--- config.mk ---
export PLATFORM = sky130hd
export DESIGN_NAME = mbb_slave_end_flat
export DESIGN_NICKNAME = d
export VERILOG_FILES = /design/src/mbb_pkg.sv /design/src/mbb_link_if.sv /design/src/mbb_slave_end.sv /design/src/mbb_crc16.sv /design/src/flat_wrapper.sv
export SDC_FILE = /design/constraint.sdc
export NUM_CORES = 1
export LEC_CHECK = 0
export ABC_AREA = 1
export ABC_CLOCK_PERIOD_IN_PS = 12900
export BUFFER_PORTS_ARGS = -buffer_cell sky130_fd_sc_hd__buf_4
export CORE_AREA = 2 2 131 133
export CTS_BUF_LIST = sky130_fd_sc_hd__clkbuf_16
export CTS_CLUSTER_SIZE = 40
export DETAILED_ROUTE_END_ITERATION = 8
export DIE_AREA = 0 0 133 135
export GPL_ROUTABILITY_DRIVEN = 1
export PLACE_DENSITY_LB_ADDON = 0.3
export SYNTH_ARGS = -nofsm -noshare
export SYNTH_HDL_FRONTEND = slang
export SYNTH_SLANG_ARGS = --single-unit
--- constraint.sdc ---
create_clock -name sys_clk -period 12.9 [get_ports sys_clk]
set_clock_uncertainty 0.1 [all_clocks]
set_input_delay 1.29 -clock sys_clk [delete_from_list [all_inputs] [get_ports sys_clk]]
set_output_delay 1.29 -clock sys_clk [all_outputs]
set_load 0.02 [all_outputs]
--- src/mbb_pkg.sv ---
package mbb_pkg;
  // function codes
  localparam logic [7:0] FC_RD_COILS = 8'h01;
  localparam logic [7:0] FC_RD_INPUTS = 8'h02;
  localparam logic [7:0] FC_RD_HOLD = 8'h03;
  localparam logic [7:0] FC_RD_INREG = 8'h04;
  localparam logic [7:0] FC_WR_COIL = 8'h05;
  localparam logic [7:0] FC_WR_REG = 8'h06;
  localparam logic [7:0] FC_DIAG = 8'h08;
  localparam logic [7:0] FC_WR_COILS = 8'h0f;
  localparam logic [7:0] FC_WR_REGS = 8'h10;
  localparam logic [7:0] FC_REPORT_ID = 8'h11;
  localparam logic [7:0] FC_MASK_WR = 8'h16;
  localparam logic [7:0] FC_RD_WR = 8'h17;
  // addressing, limits and exception answers
  localparam logic [7:0] BCAST_ADDR = 8'h00;
  localparam logic [15:0] MAX_POINTS = 16'h07d0;
  localparam logic [7:0] EXC_FLAG = 8'h80;
  localparam logic [7:0] EXC_ILL_FUNC = 8'h01;
  localparam logic [7:0] EXC_ILL_VALUE = 8'h03;
  // frame layout: addr, fc, start hi/lo, qty hi/lo, crc lo/hi
  localparam logic [3:0] QUERY_BODY_LEN = 4'h6;
  localparam logic [3:0] QUERY_LAST_IDX = 4'h7;
  localparam logic [8:0] RSP_OVERHEAD = 9'h005;
  localparam logic [15:0] CRC_INIT = 16'hffff;
  localparam logic [15:0] CRC_POLY = 16'ha001;
  // reply timeout on the master end
  localparam int CLK_MHZ = 40;
  localparam int RESP_TIMEOUT_US = 1000;
  localparam int RESP_TIMEOUT_CYC = RESP_TIMEOUT_US * CLK_MHZ;

  typedef enum logic [2:0] {SL_IDLE, SL_RX, SL_SCAN, SL_HEAD, SL_FILL, SL_DATA, SL_CRC} mbb_sl_state_t;
  typedef enum logic [1:0] {MS_IDLE, MS_SEND, MS_WAIT} mbb_ms_state_t;
endpackage

--- src/mbb_link_if.sv ---
`timescale 1ns/1ps
interface mbb_link_if (input wire logic sys_clk);
  // query stream, master to slave
  logic q_valid;
  logic [7:0] q_data;
  logic q_last;
  // answer stream, slave to master
  logic r_valid;
  logic [7:0] r_data;
  logic r_last;
  modport master (output q_valid, output q_data, output q_last, input r_valid, input r_data, input r_last);
  modport slave (input q_valid, input q_data, input q_last, output r_valid, output r_data, output r_last);
endinterface

--- src/mbb_slave_end.sv ---
`timescale 1ns/1ps
module mbb_slave_end
  import mbb_pkg::*;
(
  input wire logic sys_clk,
  input wire logic rstn,
  mbb_link_if.slave lnk,
  input wire logic [7:0] my_addr,
  input wire logic [15:0] max_points,
  input wire logic scan_end,
  output logic [15:0] pt_addr,
  output logic pt_kind,
  input wire logic pt_bit,
  output logic other_req,
  output logic [7:0] other_fc,
  output logic busy
);
  mbb_sl_state_t st_r, st_nxt;
  logic [7:0] buf_r [0:5];
  logic [7:0] buf_nxt [0:5];
  logic [3:0] rx_cnt_r, rx_cnt_nxt;
  logic [1:0] cnt_r, cnt_nxt;
  logic [15:0] idx_r, idx_nxt;
  logic [2:0] bit_r, bit_nxt;
  logic [7:0] byte_r, byte_nxt;
  logic [8:0] left_r, left_nxt;
  logic exc_r, exc_nxt;
  logic [7:0] exc_code_r, exc_code_nxt;
  logic r_valid_r, r_valid_nxt;
  logic [7:0] r_data_r, r_data_nxt;
  logic r_last_r, r_last_nxt;
  logic other_req_r, other_req_nxt;
  logic [7:0] other_fc_r, other_fc_nxt;
  logic crc_clr, crc_en;
  logic [7:0] crc_data;
  logic [15:0] crc_nxt, crc_r;
  logic [15:0] start, qty;
  logic [8:0] byte_cnt;
  logic [7:0] fc;
  logic bit_fc, slave_fc, bcast_fc, qty_bad, rx_take;

  mbb_crc16 u_crc (
    .sys_clk(sys_clk),
    .rstn(rstn),
    .clr(crc_clr),
    .en(crc_en),
    .data(crc_data),
    .crc_nxt(crc_nxt),
    .crc_r(crc_r)
  );

  // decoded query fields
  assign fc = buf_r[1];
  assign start = {buf_r[2], buf_r[3]};
  assign qty = {buf_r[4], buf_r[5]};
  assign byte_cnt = 9'((qty + 16'h0007) >> 3);
  assign bit_fc = (fc == FC_RD_COILS) || (fc == FC_RD_INPUTS);
  assign slave_fc = bit_fc || (fc == FC_RD_HOLD) || (fc == FC_RD_INREG) || (fc == FC_WR_COIL) ||
                    (fc == FC_WR_REG) || (fc == FC_DIAG) || (fc == FC_WR_COILS) || (fc == FC_WR_REGS) ||
                    (fc == FC_REPORT_ID) || (fc == FC_MASK_WR) || (fc == FC_RD_WR);
  assign bcast_fc = (fc == FC_WR_COIL) || (fc == FC_WR_REG) || (fc == FC_WR_COILS) || (fc == FC_WR_REGS);
  assign qty_bad = (qty == 16'h0000) || (qty > MAX_POINTS) || (qty > max_points);
  // half duplex: queries arriving while a reply is under way are ignored
  assign rx_take = lnk.q_valid && ((st_r == SL_IDLE) || (st_r == SL_RX));

  // point image lookup; the address goes out unchanged because it is already zero based
  assign pt_addr = start + idx_r;
  assign pt_kind = (fc == FC_RD_INPUTS);
  assign busy = (st_r != SL_IDLE);
  assign lnk.r_valid = r_valid_r;
  assign lnk.r_data = r_data_r;
  assign lnk.r_last = r_last_r;
  assign other_req = other_req_r;
  assign other_fc = other_fc_r;

  // one shared crc: checks the query on the way in, builds the check field on the way out
  always_comb
  begin
    crc_clr = 1'b0;
    crc_en = 1'b0;
    crc_data = lnk.q_data;
    if (rx_take)
    begin
      crc_en = 1'b1;
      crc_clr = (st_r == SL_IDLE);
    end
    else if (r_valid_nxt && (st_r != SL_CRC))
    begin
      crc_en = 1'b1;
      crc_clr = (st_r == SL_HEAD) && (cnt_r == 2'd0);
      crc_data = r_data_nxt;
    end
  end

  // receive, decide, and walk the reply
  always_comb
  begin
    st_nxt = st_r;
    buf_nxt = buf_r;
    rx_cnt_nxt = rx_cnt_r;
    cnt_nxt = cnt_r;
    idx_nxt = idx_r;
    bit_nxt = bit_r;
    byte_nxt = byte_r;
    left_nxt = left_r;
    exc_nxt = exc_r;
    exc_code_nxt = exc_code_r;
    r_valid_nxt = 1'b0;
    r_data_nxt = r_data_r;
    r_last_nxt = 1'b0;
    other_req_nxt = 1'b0;
    other_fc_nxt = other_fc_r;
    case (st_r)
      SL_IDLE, SL_RX:
      begin
        if (rx_take)
        begin
          if (st_r == SL_IDLE)
          begin
            buf_nxt[0] = lnk.q_data;
            rx_cnt_nxt = 4'h1;
            st_nxt = lnk.q_last ? SL_IDLE : SL_RX;
          end
          else
          begin
            if (rx_cnt_r < QUERY_BODY_LEN)
              buf_nxt[rx_cnt_r[2:0]] = lnk.q_data;
            if (rx_cnt_r != 4'hf)
              rx_cnt_nxt = rx_cnt_r + 4'h1;
            if (lnk.q_last)
            begin
              st_nxt = SL_IDLE;
              if (crc_nxt != 16'h0000)
                st_nxt = SL_IDLE;
              else if (buf_r[0] == BCAST_ADDR)
              begin
                // only writes act on broadcast; reads stay silent
                other_req_nxt = bcast_fc;
                other_fc_nxt = fc;
              end
              else if ((buf_r[0] != my_addr) || (my_addr == BCAST_ADDR))
                st_nxt = SL_IDLE;
              else if (bit_fc)
              begin
                if (rx_cnt_r == QUERY_LAST_IDX)
                begin
                  exc_nxt = qty_bad;
                  exc_code_nxt = EXC_ILL_VALUE;
                  left_nxt = byte_cnt;
                  st_nxt = qty_bad ? SL_HEAD : SL_SCAN;
                  cnt_nxt = 2'd0;
                end
              end
              else if (slave_fc)
              begin
                other_req_nxt = 1'b1;
                other_fc_nxt = fc;
              end
              else
              begin
                exc_nxt = 1'b1;
                exc_code_nxt = EXC_ILL_FUNC;
                cnt_nxt = 2'd0;
                st_nxt = SL_HEAD;
              end
            end
          end
        end
      end
      SL_SCAN:
      begin
        // hold the reply until the point image settles at the end of a scan
        if (scan_end)
        begin
          st_nxt = SL_HEAD;
          cnt_nxt = 2'd0;
          idx_nxt = 16'h0000;
        end
      end
      SL_HEAD:
      begin
        r_valid_nxt = 1'b1;
        case (cnt_r)
          2'd0: r_data_nxt = my_addr;
          2'd1: r_data_nxt = exc_r ? (fc | EXC_FLAG) : fc;
          default: r_data_nxt = exc_r ? exc_code_r : byte_cnt[7:0];
        endcase
        cnt_nxt = cnt_r + 2'd1;
        if (cnt_r == 2'd2)
        begin
          cnt_nxt = 2'd0;
          bit_nxt = 3'd0;
          byte_nxt = 8'h00;
          st_nxt = exc_r ? SL_CRC : SL_FILL;
        end
      end
      SL_FILL:
      begin
        // one point per cycle, lowest bit first; points past the count pad with zero
        byte_nxt[bit_r] = (idx_r < qty) && pt_bit;
        idx_nxt = idx_r + 16'h0001;
        bit_nxt = bit_r + 3'd1;
        if (bit_r == 3'd7)
          st_nxt = SL_DATA;
      end
      SL_DATA:
      begin
        r_valid_nxt = 1'b1;
        r_data_nxt = byte_r;
        left_nxt = left_r - 9'h001;
        bit_nxt = 3'd0;
        byte_nxt = 8'h00;
        st_nxt = (left_r == 9'h001) ? SL_CRC : SL_FILL;
      end
      SL_CRC:
      begin
        r_valid_nxt = 1'b1;
        r_data_nxt = (cnt_r == 2'd0) ? crc_r[7:0] : crc_r[15:8];
        cnt_nxt = cnt_r + 2'd1;
        if (cnt_r == 2'd1)
        begin
          r_last_nxt = 1'b1;
          st_nxt = SL_IDLE;
        end
      end
      default:
        st_nxt = SL_IDLE;
    endcase
  end

  always_ff @(posedge sys_clk or negedge rstn)
  begin
    if (!rstn)
    begin
      st_r <= SL_IDLE;
      for (int i = 0; i < 6; i++)
        buf_r[i] <= 8'h00;
      rx_cnt_r <= 4'h0;
      cnt_r <= 2'd0;
      idx_r <= 16'h0000;
      bit_r <= 3'd0;
      byte_r <= 8'h00;
      left_r <= 9'h000;
      exc_r <= 1'b0;
      exc_code_r <= 8'h00;
      r_valid_r <= 1'b0;
      r_data_r <= 8'h00;
      r_last_r <= 1'b0;
      other_req_r <= 1'b0;
      other_fc_r <= 8'h00;
    end
    else
    begin
      st_r <= st_nxt;
      buf_r <= buf_nxt;
      rx_cnt_r <= rx_cnt_nxt;
      cnt_r <= cnt_nxt;
      idx_r <= idx_nxt;
      bit_r <= bit_nxt;
      byte_r <= byte_nxt;
      left_r <= left_nxt;
      exc_r <= exc_nxt;
      exc_code_r <= exc_code_nxt;
      r_valid_r <= r_valid_nxt;
      r_data_r <= r_data_nxt;
      r_last_r <= r_last_nxt;
      other_req_r <= other_req_nxt;
      other_fc_r <= other_fc_nxt;
    end
  end
endmodule

--- src/mbb_crc16.sv ---
`timescale 1ns/1ps
module mbb_crc16
  import mbb_pkg::*;
(
  input wire logic sys_clk,
  input wire logic rstn,
  input wire logic clr,
  input wire logic en,
  input wire logic [7:0] data,
  output logic [15:0] crc_nxt,
  output logic [15:0] crc_r
);
  // byte-wide reflected crc; clr restarts from the seed in the same cycle
  always_comb
  begin
    logic [15:0] c;
    c = clr ? CRC_INIT : crc_r;
    c = c ^ {8'h00, data};
    for (int i = 0; i < 8; i++)
    begin
      c = c[0] ? ((c >> 1) ^ CRC_POLY) : (c >> 1);
    end
    crc_nxt = c;
  end

  always_ff @(posedge sys_clk or negedge rstn)
  begin
    if (!rstn)
      crc_r <= CRC_INIT;
    else if (en)
      crc_r <= crc_nxt;
  end
endmodule

--- src/flat_wrapper.sv ---
// flat-port wrapper written by rule: the top's interface ports become plain ports
module mbb_slave_end_flat import mbb_pkg::*;
  (sys_clk, rstn, my_addr, max_points, scan_end, pt_addr, pt_kind, pt_bit, other_req, other_fc, busy, lnk_q_valid, lnk_q_data, lnk_q_last, lnk_r_valid, lnk_r_data, lnk_r_last);
  mbb_link_if lnk_i (.sys_clk(sys_clk));
  input wire logic sys_clk;
  input wire logic rstn;
  input wire logic [7:0] my_addr;
  input wire logic [15:0] max_points;
  input wire logic scan_end;
  output logic [15:0] pt_addr;
  output logic pt_kind;
  input wire logic pt_bit;
  output logic other_req;
  output logic [7:0] other_fc;
  output logic busy;
  input wire logic [$bits(lnk_i.q_valid)-1:0] lnk_q_valid;
  input wire logic [$bits(lnk_i.q_data)-1:0] lnk_q_data;
  input wire logic [$bits(lnk_i.q_last)-1:0] lnk_q_last;
  output wire logic [$bits(lnk_i.r_valid)-1:0] lnk_r_valid;
  output wire logic [$bits(lnk_i.r_data)-1:0] lnk_r_data;
  output wire logic [$bits(lnk_i.r_last)-1:0] lnk_r_last;
  assign lnk_i.q_valid = lnk_q_valid;
  assign lnk_i.q_data = lnk_q_data;
  assign lnk_i.q_last = lnk_q_last;
  assign lnk_r_valid = lnk_i.r_valid;
  assign lnk_r_data = lnk_i.r_data;
  assign lnk_r_last = lnk_i.r_last;
  mbb_slave_end u_core (.sys_clk(sys_clk), .rstn(rstn), .lnk(lnk_i), .my_addr(my_addr), .max_points(max_points), .scan_end(scan_end), .pt_addr(pt_addr), .pt_kind(pt_kind), .pt_bit(pt_bit), .other_req(other_req), .other_fc(other_fc), .busy(busy));
endmodule
==> results.md <==
- The count of cells in the finished layout, fillers not included, comes to 1,503.
- The data required time at the worst endpoint is 13,160 ps.
- Once placement completed, the tool counted placed cells totaling 1,472.
- The post-layout worst setup margin is 7630 ps.
- The remaining max-slew budget at the tightest pin is 18.2%.
- The total area inside the core boundary comes to 16,400 µm².
- CTS saw 131 sinks.
- Net switching is 48.8% of the power.
- The worst-case setup slack after placement is 7780 ps.
- At the end of routability-driven placement, the weighted congestion stood at 1.02.
- The dominant delay contributor by cell family on the critical path is simple AND/OR/NAND/NOR gates.
- Clock-pin slew was measured on the worst setup and hold paths at 60 ps.
- Global routing used 27.7% of the available tracks.
- The leftover overflow at the end of global routing is 0.
- Along the worst path, the maximum fanout reaches 18.
- The reported leakage power is 0.00503 µW.
- Counting both buffers and inverters, the worst setup path holds a total of 3.
- The total of hold buffers inserted after clock tree synthesis is 0.
- The clock network fraction of total power is 16.3%.
- The clock tree root buffer cell is sky130_fd_sc_hd__clkbuf_16.
- The buffer levels on the longest clock path is 2.
- Counting the buffers created by CTS gives 17.
- The floorplan step set the die width to 133 µm.
- Synthesis instantiated 54 different standard cells from the library.
- For this configuration, the core starts out at a cell density of 53.6%.
- The post-route core utilization is 61.4%.
- The clock tree synthesis step divided the H-tree into 4 levels.
- The post-detailed-routing wire length is 24,100 µm.
- The final count of hold timing violations is 0.
- The average wire per cell in the routed design is 16.1 µm.
- Measured in cells, the most critical reg-to-reg path has a length of 31.
- In this run the most critical hold path is launched from u_core.exc_code_r[0].
- The number of synthesized register bits is 131.
- The fraction of synthesis flops using an asynchronous set or reset pin is 100%.
- The remaining routing DRC violations is 0.
- The detailed placement HPWL is 17,900 µm.
- In this run the tool buffered the top-level ports with 74 buffer cells.
- The count of pins over their slew limit came to 0.
- The worst hold path belongs to the class flop to flop.
- The net count of the finished layout is 1,366.
- For this run, the register share of the synthesized area comes to 37.5%.
- The first-pass detailed-route iteration total is 6.
- Among the stages of the critical path, the cell type that occurs most often is sky130_fd_sc_hd__nand2_1.
- The routed via count divided by cell count is 5.60.
- The largest net degree at the start of global routing is 79.
- The total inserted antenna cells is 0.
- The antenna violation net count after detailed routing is 0.
- The number of buffers added for setup after CTS is 0.
- The endpoint identified for the worst register-to-register timing path is u_core.left_r[8].
- The later pin in the worst-skew pair is clocked with a latency of 430 ps.
- The worst-case register-to-register setup slack is 7630 ps.
- The startpoint identified for the worst register-to-register timing path is u_core.cnt_r[0].
- Across all hold checks on the routed design, the worst slack comes to 366 ps.
- The highest cell delay on the worst timing path is 780 ps.
- The leading register cell type out of synthesis is sky130_fd_sc_hd__dfrtp_1.
- The fraction of layout cells with a size suffix above 1 is 12.4%.
- The time the final worst path needs with I/O delays and setup is 5270 ps.
- Power spread over the standard cell area amounts to 271 nW/µm².
- Pin placement for this block handled 75 I/O pins.
- Averaged over all synthesized cells, the footprint is 7.35 µm².
- The kind of start point of the critical path is a flop.
- The relative area change from synthesis to final layout is 14.4%.
- The logic gate share of total power is 56.1%.
- The worst ir drop on vdd is 0.000193 V.
- The achievable clock frequency is 190 MHz.
- The tool flagged a number of max-cap violations equal to 0.
- The net count of the mapped netlist is 1,293.
- The full die area is 18,000 µm².
- The worst min-delay path endpoint is u_core.exc_code_r[0].
- The internal power is 1400 µW.
- The largest individual stage delay along the critical path comes from the cell sky130_fd_sc_hd__nor2_1.
- In this run, the number of DRC markers left after iteration 0 of detailed routing was 870.
- Registers are responsible for 27.6% of the overall power.
- The via count of the first global-routing pass is 7,626.
- The cell area after synthesis is 8800 µm².
- The number of antenna violations at the first check in global routing is 0.
- The net switching component of the power is 1330 µW.
- The transition time of the tightest slew-check pin is 1230 ps.
- The post-CTS resize count is 0.
- The portion of the clock cycle consumed by the worst path in the final layout is 40.8%.
- The signal arrival time at the worst endpoint is 5530 ps.
- The final setup violation count is 0.
- Setup repair after global routing left no endpoint under its margin.
- The first-pass GRT wire length is 38,900 µm.
- The setup total negative slack is 0 ps.
- The total vias in the final route is 8,421.
- The number of warnings issued by yosys is 0.
- Yosys mapped a number of flops with a built-in enable equal to 0.
- The critical path class is flop to flop.
- Along the worst hold path, the cell count comes to 2.
- The synthesized netlist cell count is 1,198.
- From bottom edge to top edge, the die measures 135 µm.
- TritonCTS built the clock tree.
- The flow ran to the end, and the final reports show no timing, DRC or antenna violations.
- The initialized floorplan defines 47 standard-cell rows.
- The kind of end point of the critical path is a flop.
==> Yosys cell counts, drive strengths merged, types with 2 or more instances <==
cell type,number,share of area (%)
o22ai,5,0.36
o2111ai,2,0.20
xnor2,7,0.70
nand2,324,14
a211oi,2,0.17
dfstp,16,4.8
dfrtp,115,33
clkinv,3,0.13
o21bai,3,0.26
a32o,8,0.91
nor3,17,1.0
a31oi,5,0.36
o211ai,9,0.77
xor2,22,2.2
a2111oi,2,0.20
a21boi,8,0.68
buf,8,0.64
nand3b,3,0.26
o21ai,114,6.7
ha,56,8.0
and2,2,0.14
a22oi,2,0.17
o31ai,3,0.26
nor2,106,4.9
nand4,15,1.1
a21oi,70,4.0
inv,148,6.3
or2,9,0.64
clkbuf,15,0.64
nand3,83,5.2
o21a,3,0.26
nor4,6,0.43
==> power groups by stage <==
stage	Combinational [µW]	Clock, µW	Sequential [µW]
3_3_place_gp	1480	0	754
4_1_cts	1520	448	749
5_1_grt	1730	468	777
3_5_place_dp	1510	0	753
2_1_floorplan	1120	0	721
6_report	1530	445	755
==> per-layer routing <==
layer | global-route usage, % | vias to the layer above | wire length, µm | share of wire [%]
met5 | 0 | - | 0 | 0
met4 | 10.4 | 0 | 775 | 3.2
met3 | 6.16 | 55 | 1820 | 7.5
met2 | 43.0 | 321 | 10800 | 45
met1 | 38.3 | 3950 | 10700 | 45
li1 | - | 4095 | - | -
==> cell type report <==
type,instances,area [µm²]
Fill cell,1449,6340
Multi-Input combinational cell,893,4820
Sequential cell,131,3300
Timing Repair Buffer,77,582
Inverter,151,569
Clock buffer,17,425
Tap cell,220,275
Clock inverter,14,101
==> placed cells by master, fill, tap and decap left out, types with 4 or more instances in the layout <==
master	netlist	routed
sky130_fd_sc_hd__a31oi_1	5	5
sky130_fd_sc_hd__o22ai_1	5	5
sky130_fd_sc_hd__inv_2	7	7
sky130_fd_sc_hd__xor2_1	22	22
sky130_fd_sc_hd__a32o_1	8	8
sky130_fd_sc_hd__ha_1	56	56
sky130_fd_sc_hd__nor2_1	101	101
sky130_fd_sc_hd__o21ai_1	4	4
sky130_fd_sc_hd__nor4_1	6	6
sky130_fd_sc_hd__a21oi_1	70	70
sky130_fd_sc_hd__nand2_2	8	8
sky130_fd_sc_hd__nand3_2	8	8
sky130_fd_sc_hd__o211ai_1	9	9
sky130_fd_sc_hd__dfrtp_1	115	115
sky130_fd_sc_hd__xnor2_1	7	7
sky130_fd_sc_hd__a21boi_0	8	8
sky130_fd_sc_hd__buf_4	4	76
sky130_fd_sc_hd__nand3_1	75	75
sky130_fd_sc_hd__nand4_1	15	15
sky130_fd_sc_hd__clkinv_2	0	5
sky130_fd_sc_hd__or2_1	4	4
sky130_fd_sc_hd__o21ai_0	106	106
sky130_fd_sc_hd__nand2_1	314	314
sky130_fd_sc_hd__nor3_1	16	16
sky130_fd_sc_hd__o21ai_2	4	4
sky130_fd_sc_hd__clkbuf_16	0	17
sky130_fd_sc_hd__clkinv_1	3	4
sky130_fd_sc_hd__inv_1	140	143
sky130_fd_sc_hd__dfstp_2	16	16
==> worst reg2reg max path: cells and delay by family, from the launching register on <==
| kind | cells | cell delay (ps) |
|---|---|---|
| AND/OR/NAND/NOR | 22 | 3110 |
| XOR/XNOR | 2 | 340 |
| flip-flops | 1 | 370 |
| adder cells (fa/ha/maj) | 2 | 770 |
| AO/OA/AOI/OAI | 2 | 270 |
| buffers and inverters | 3 | 240 |
==> state kept, by name, indices dropped and copies added (netlist names) <==
name	cells
u_core.idx_r	16
u_core.byte_r	8
u_core.exc_code_r	2
u_core.cnt_r	2
u_core.other_fc	8
u_core.lnk.r_valid	1
u_core.u_crc.crc_r	16
u_core.buf_r	40
u_core.rx_cnt_r	4
u_core.fc	8
u_core.other_req	1
u_core.exc_r	1
u_core.lnk.r_data	8
u_core.st_r	3
u_core.lnk.r_last	1
u_core.left_r	9
u_core.bit_r	3
==> stage by stage <==
| stage | power, µW | cell area [µm²] |
|---|---|---|
| 2_1_floorplan | 1840 | 8800 |
| 3_3_place_gp | 2230 | 9540 |
| 3_5_place_dp | 2260 | 9540 |
| 4_1_cts | 2720 | 10100 |
| 5_1_grt | 2970 | 10100 |
| 6_report | 2730 | 10100 |
==> worst max-delay path by stage <==
stage	to	slack [ps]	depth (start not counted)	startpoint
after floorplan	u_core.other_fc[5]	8670	29	my_addr[2]
after global placement	u_core.other_fc[0]	7870	33	u_core.cnt_r[0]
after detailed placement	u_core.other_fc[7]	7780	33	u_core.cnt_r[0]
after CTS	u_core.other_fc[7]	7720	34	u_core.cnt_r[0]
after global routing	u_core.left_r[4]	7010	35	u_core.cnt_r[0]
final	u_core.left_r[8]	7630	31	u_core.cnt_r[0]
==> logic make-up (layout without fill, tap and decap cells) <==
group,Yosys count,after routing,share of synthesized area (%)
AOI/OAI and AO/OA,240,240,15.6
xor gates and xnor gates,29,29,2.89
adders and majority gates,57,57,8.19
buffers and inverters,174,259,7.75
DFF,131,131,37.5
muxes,1,1,0.114
and+or+nand+nor,566,566,28.0
(Power assumes the default switching activity.)
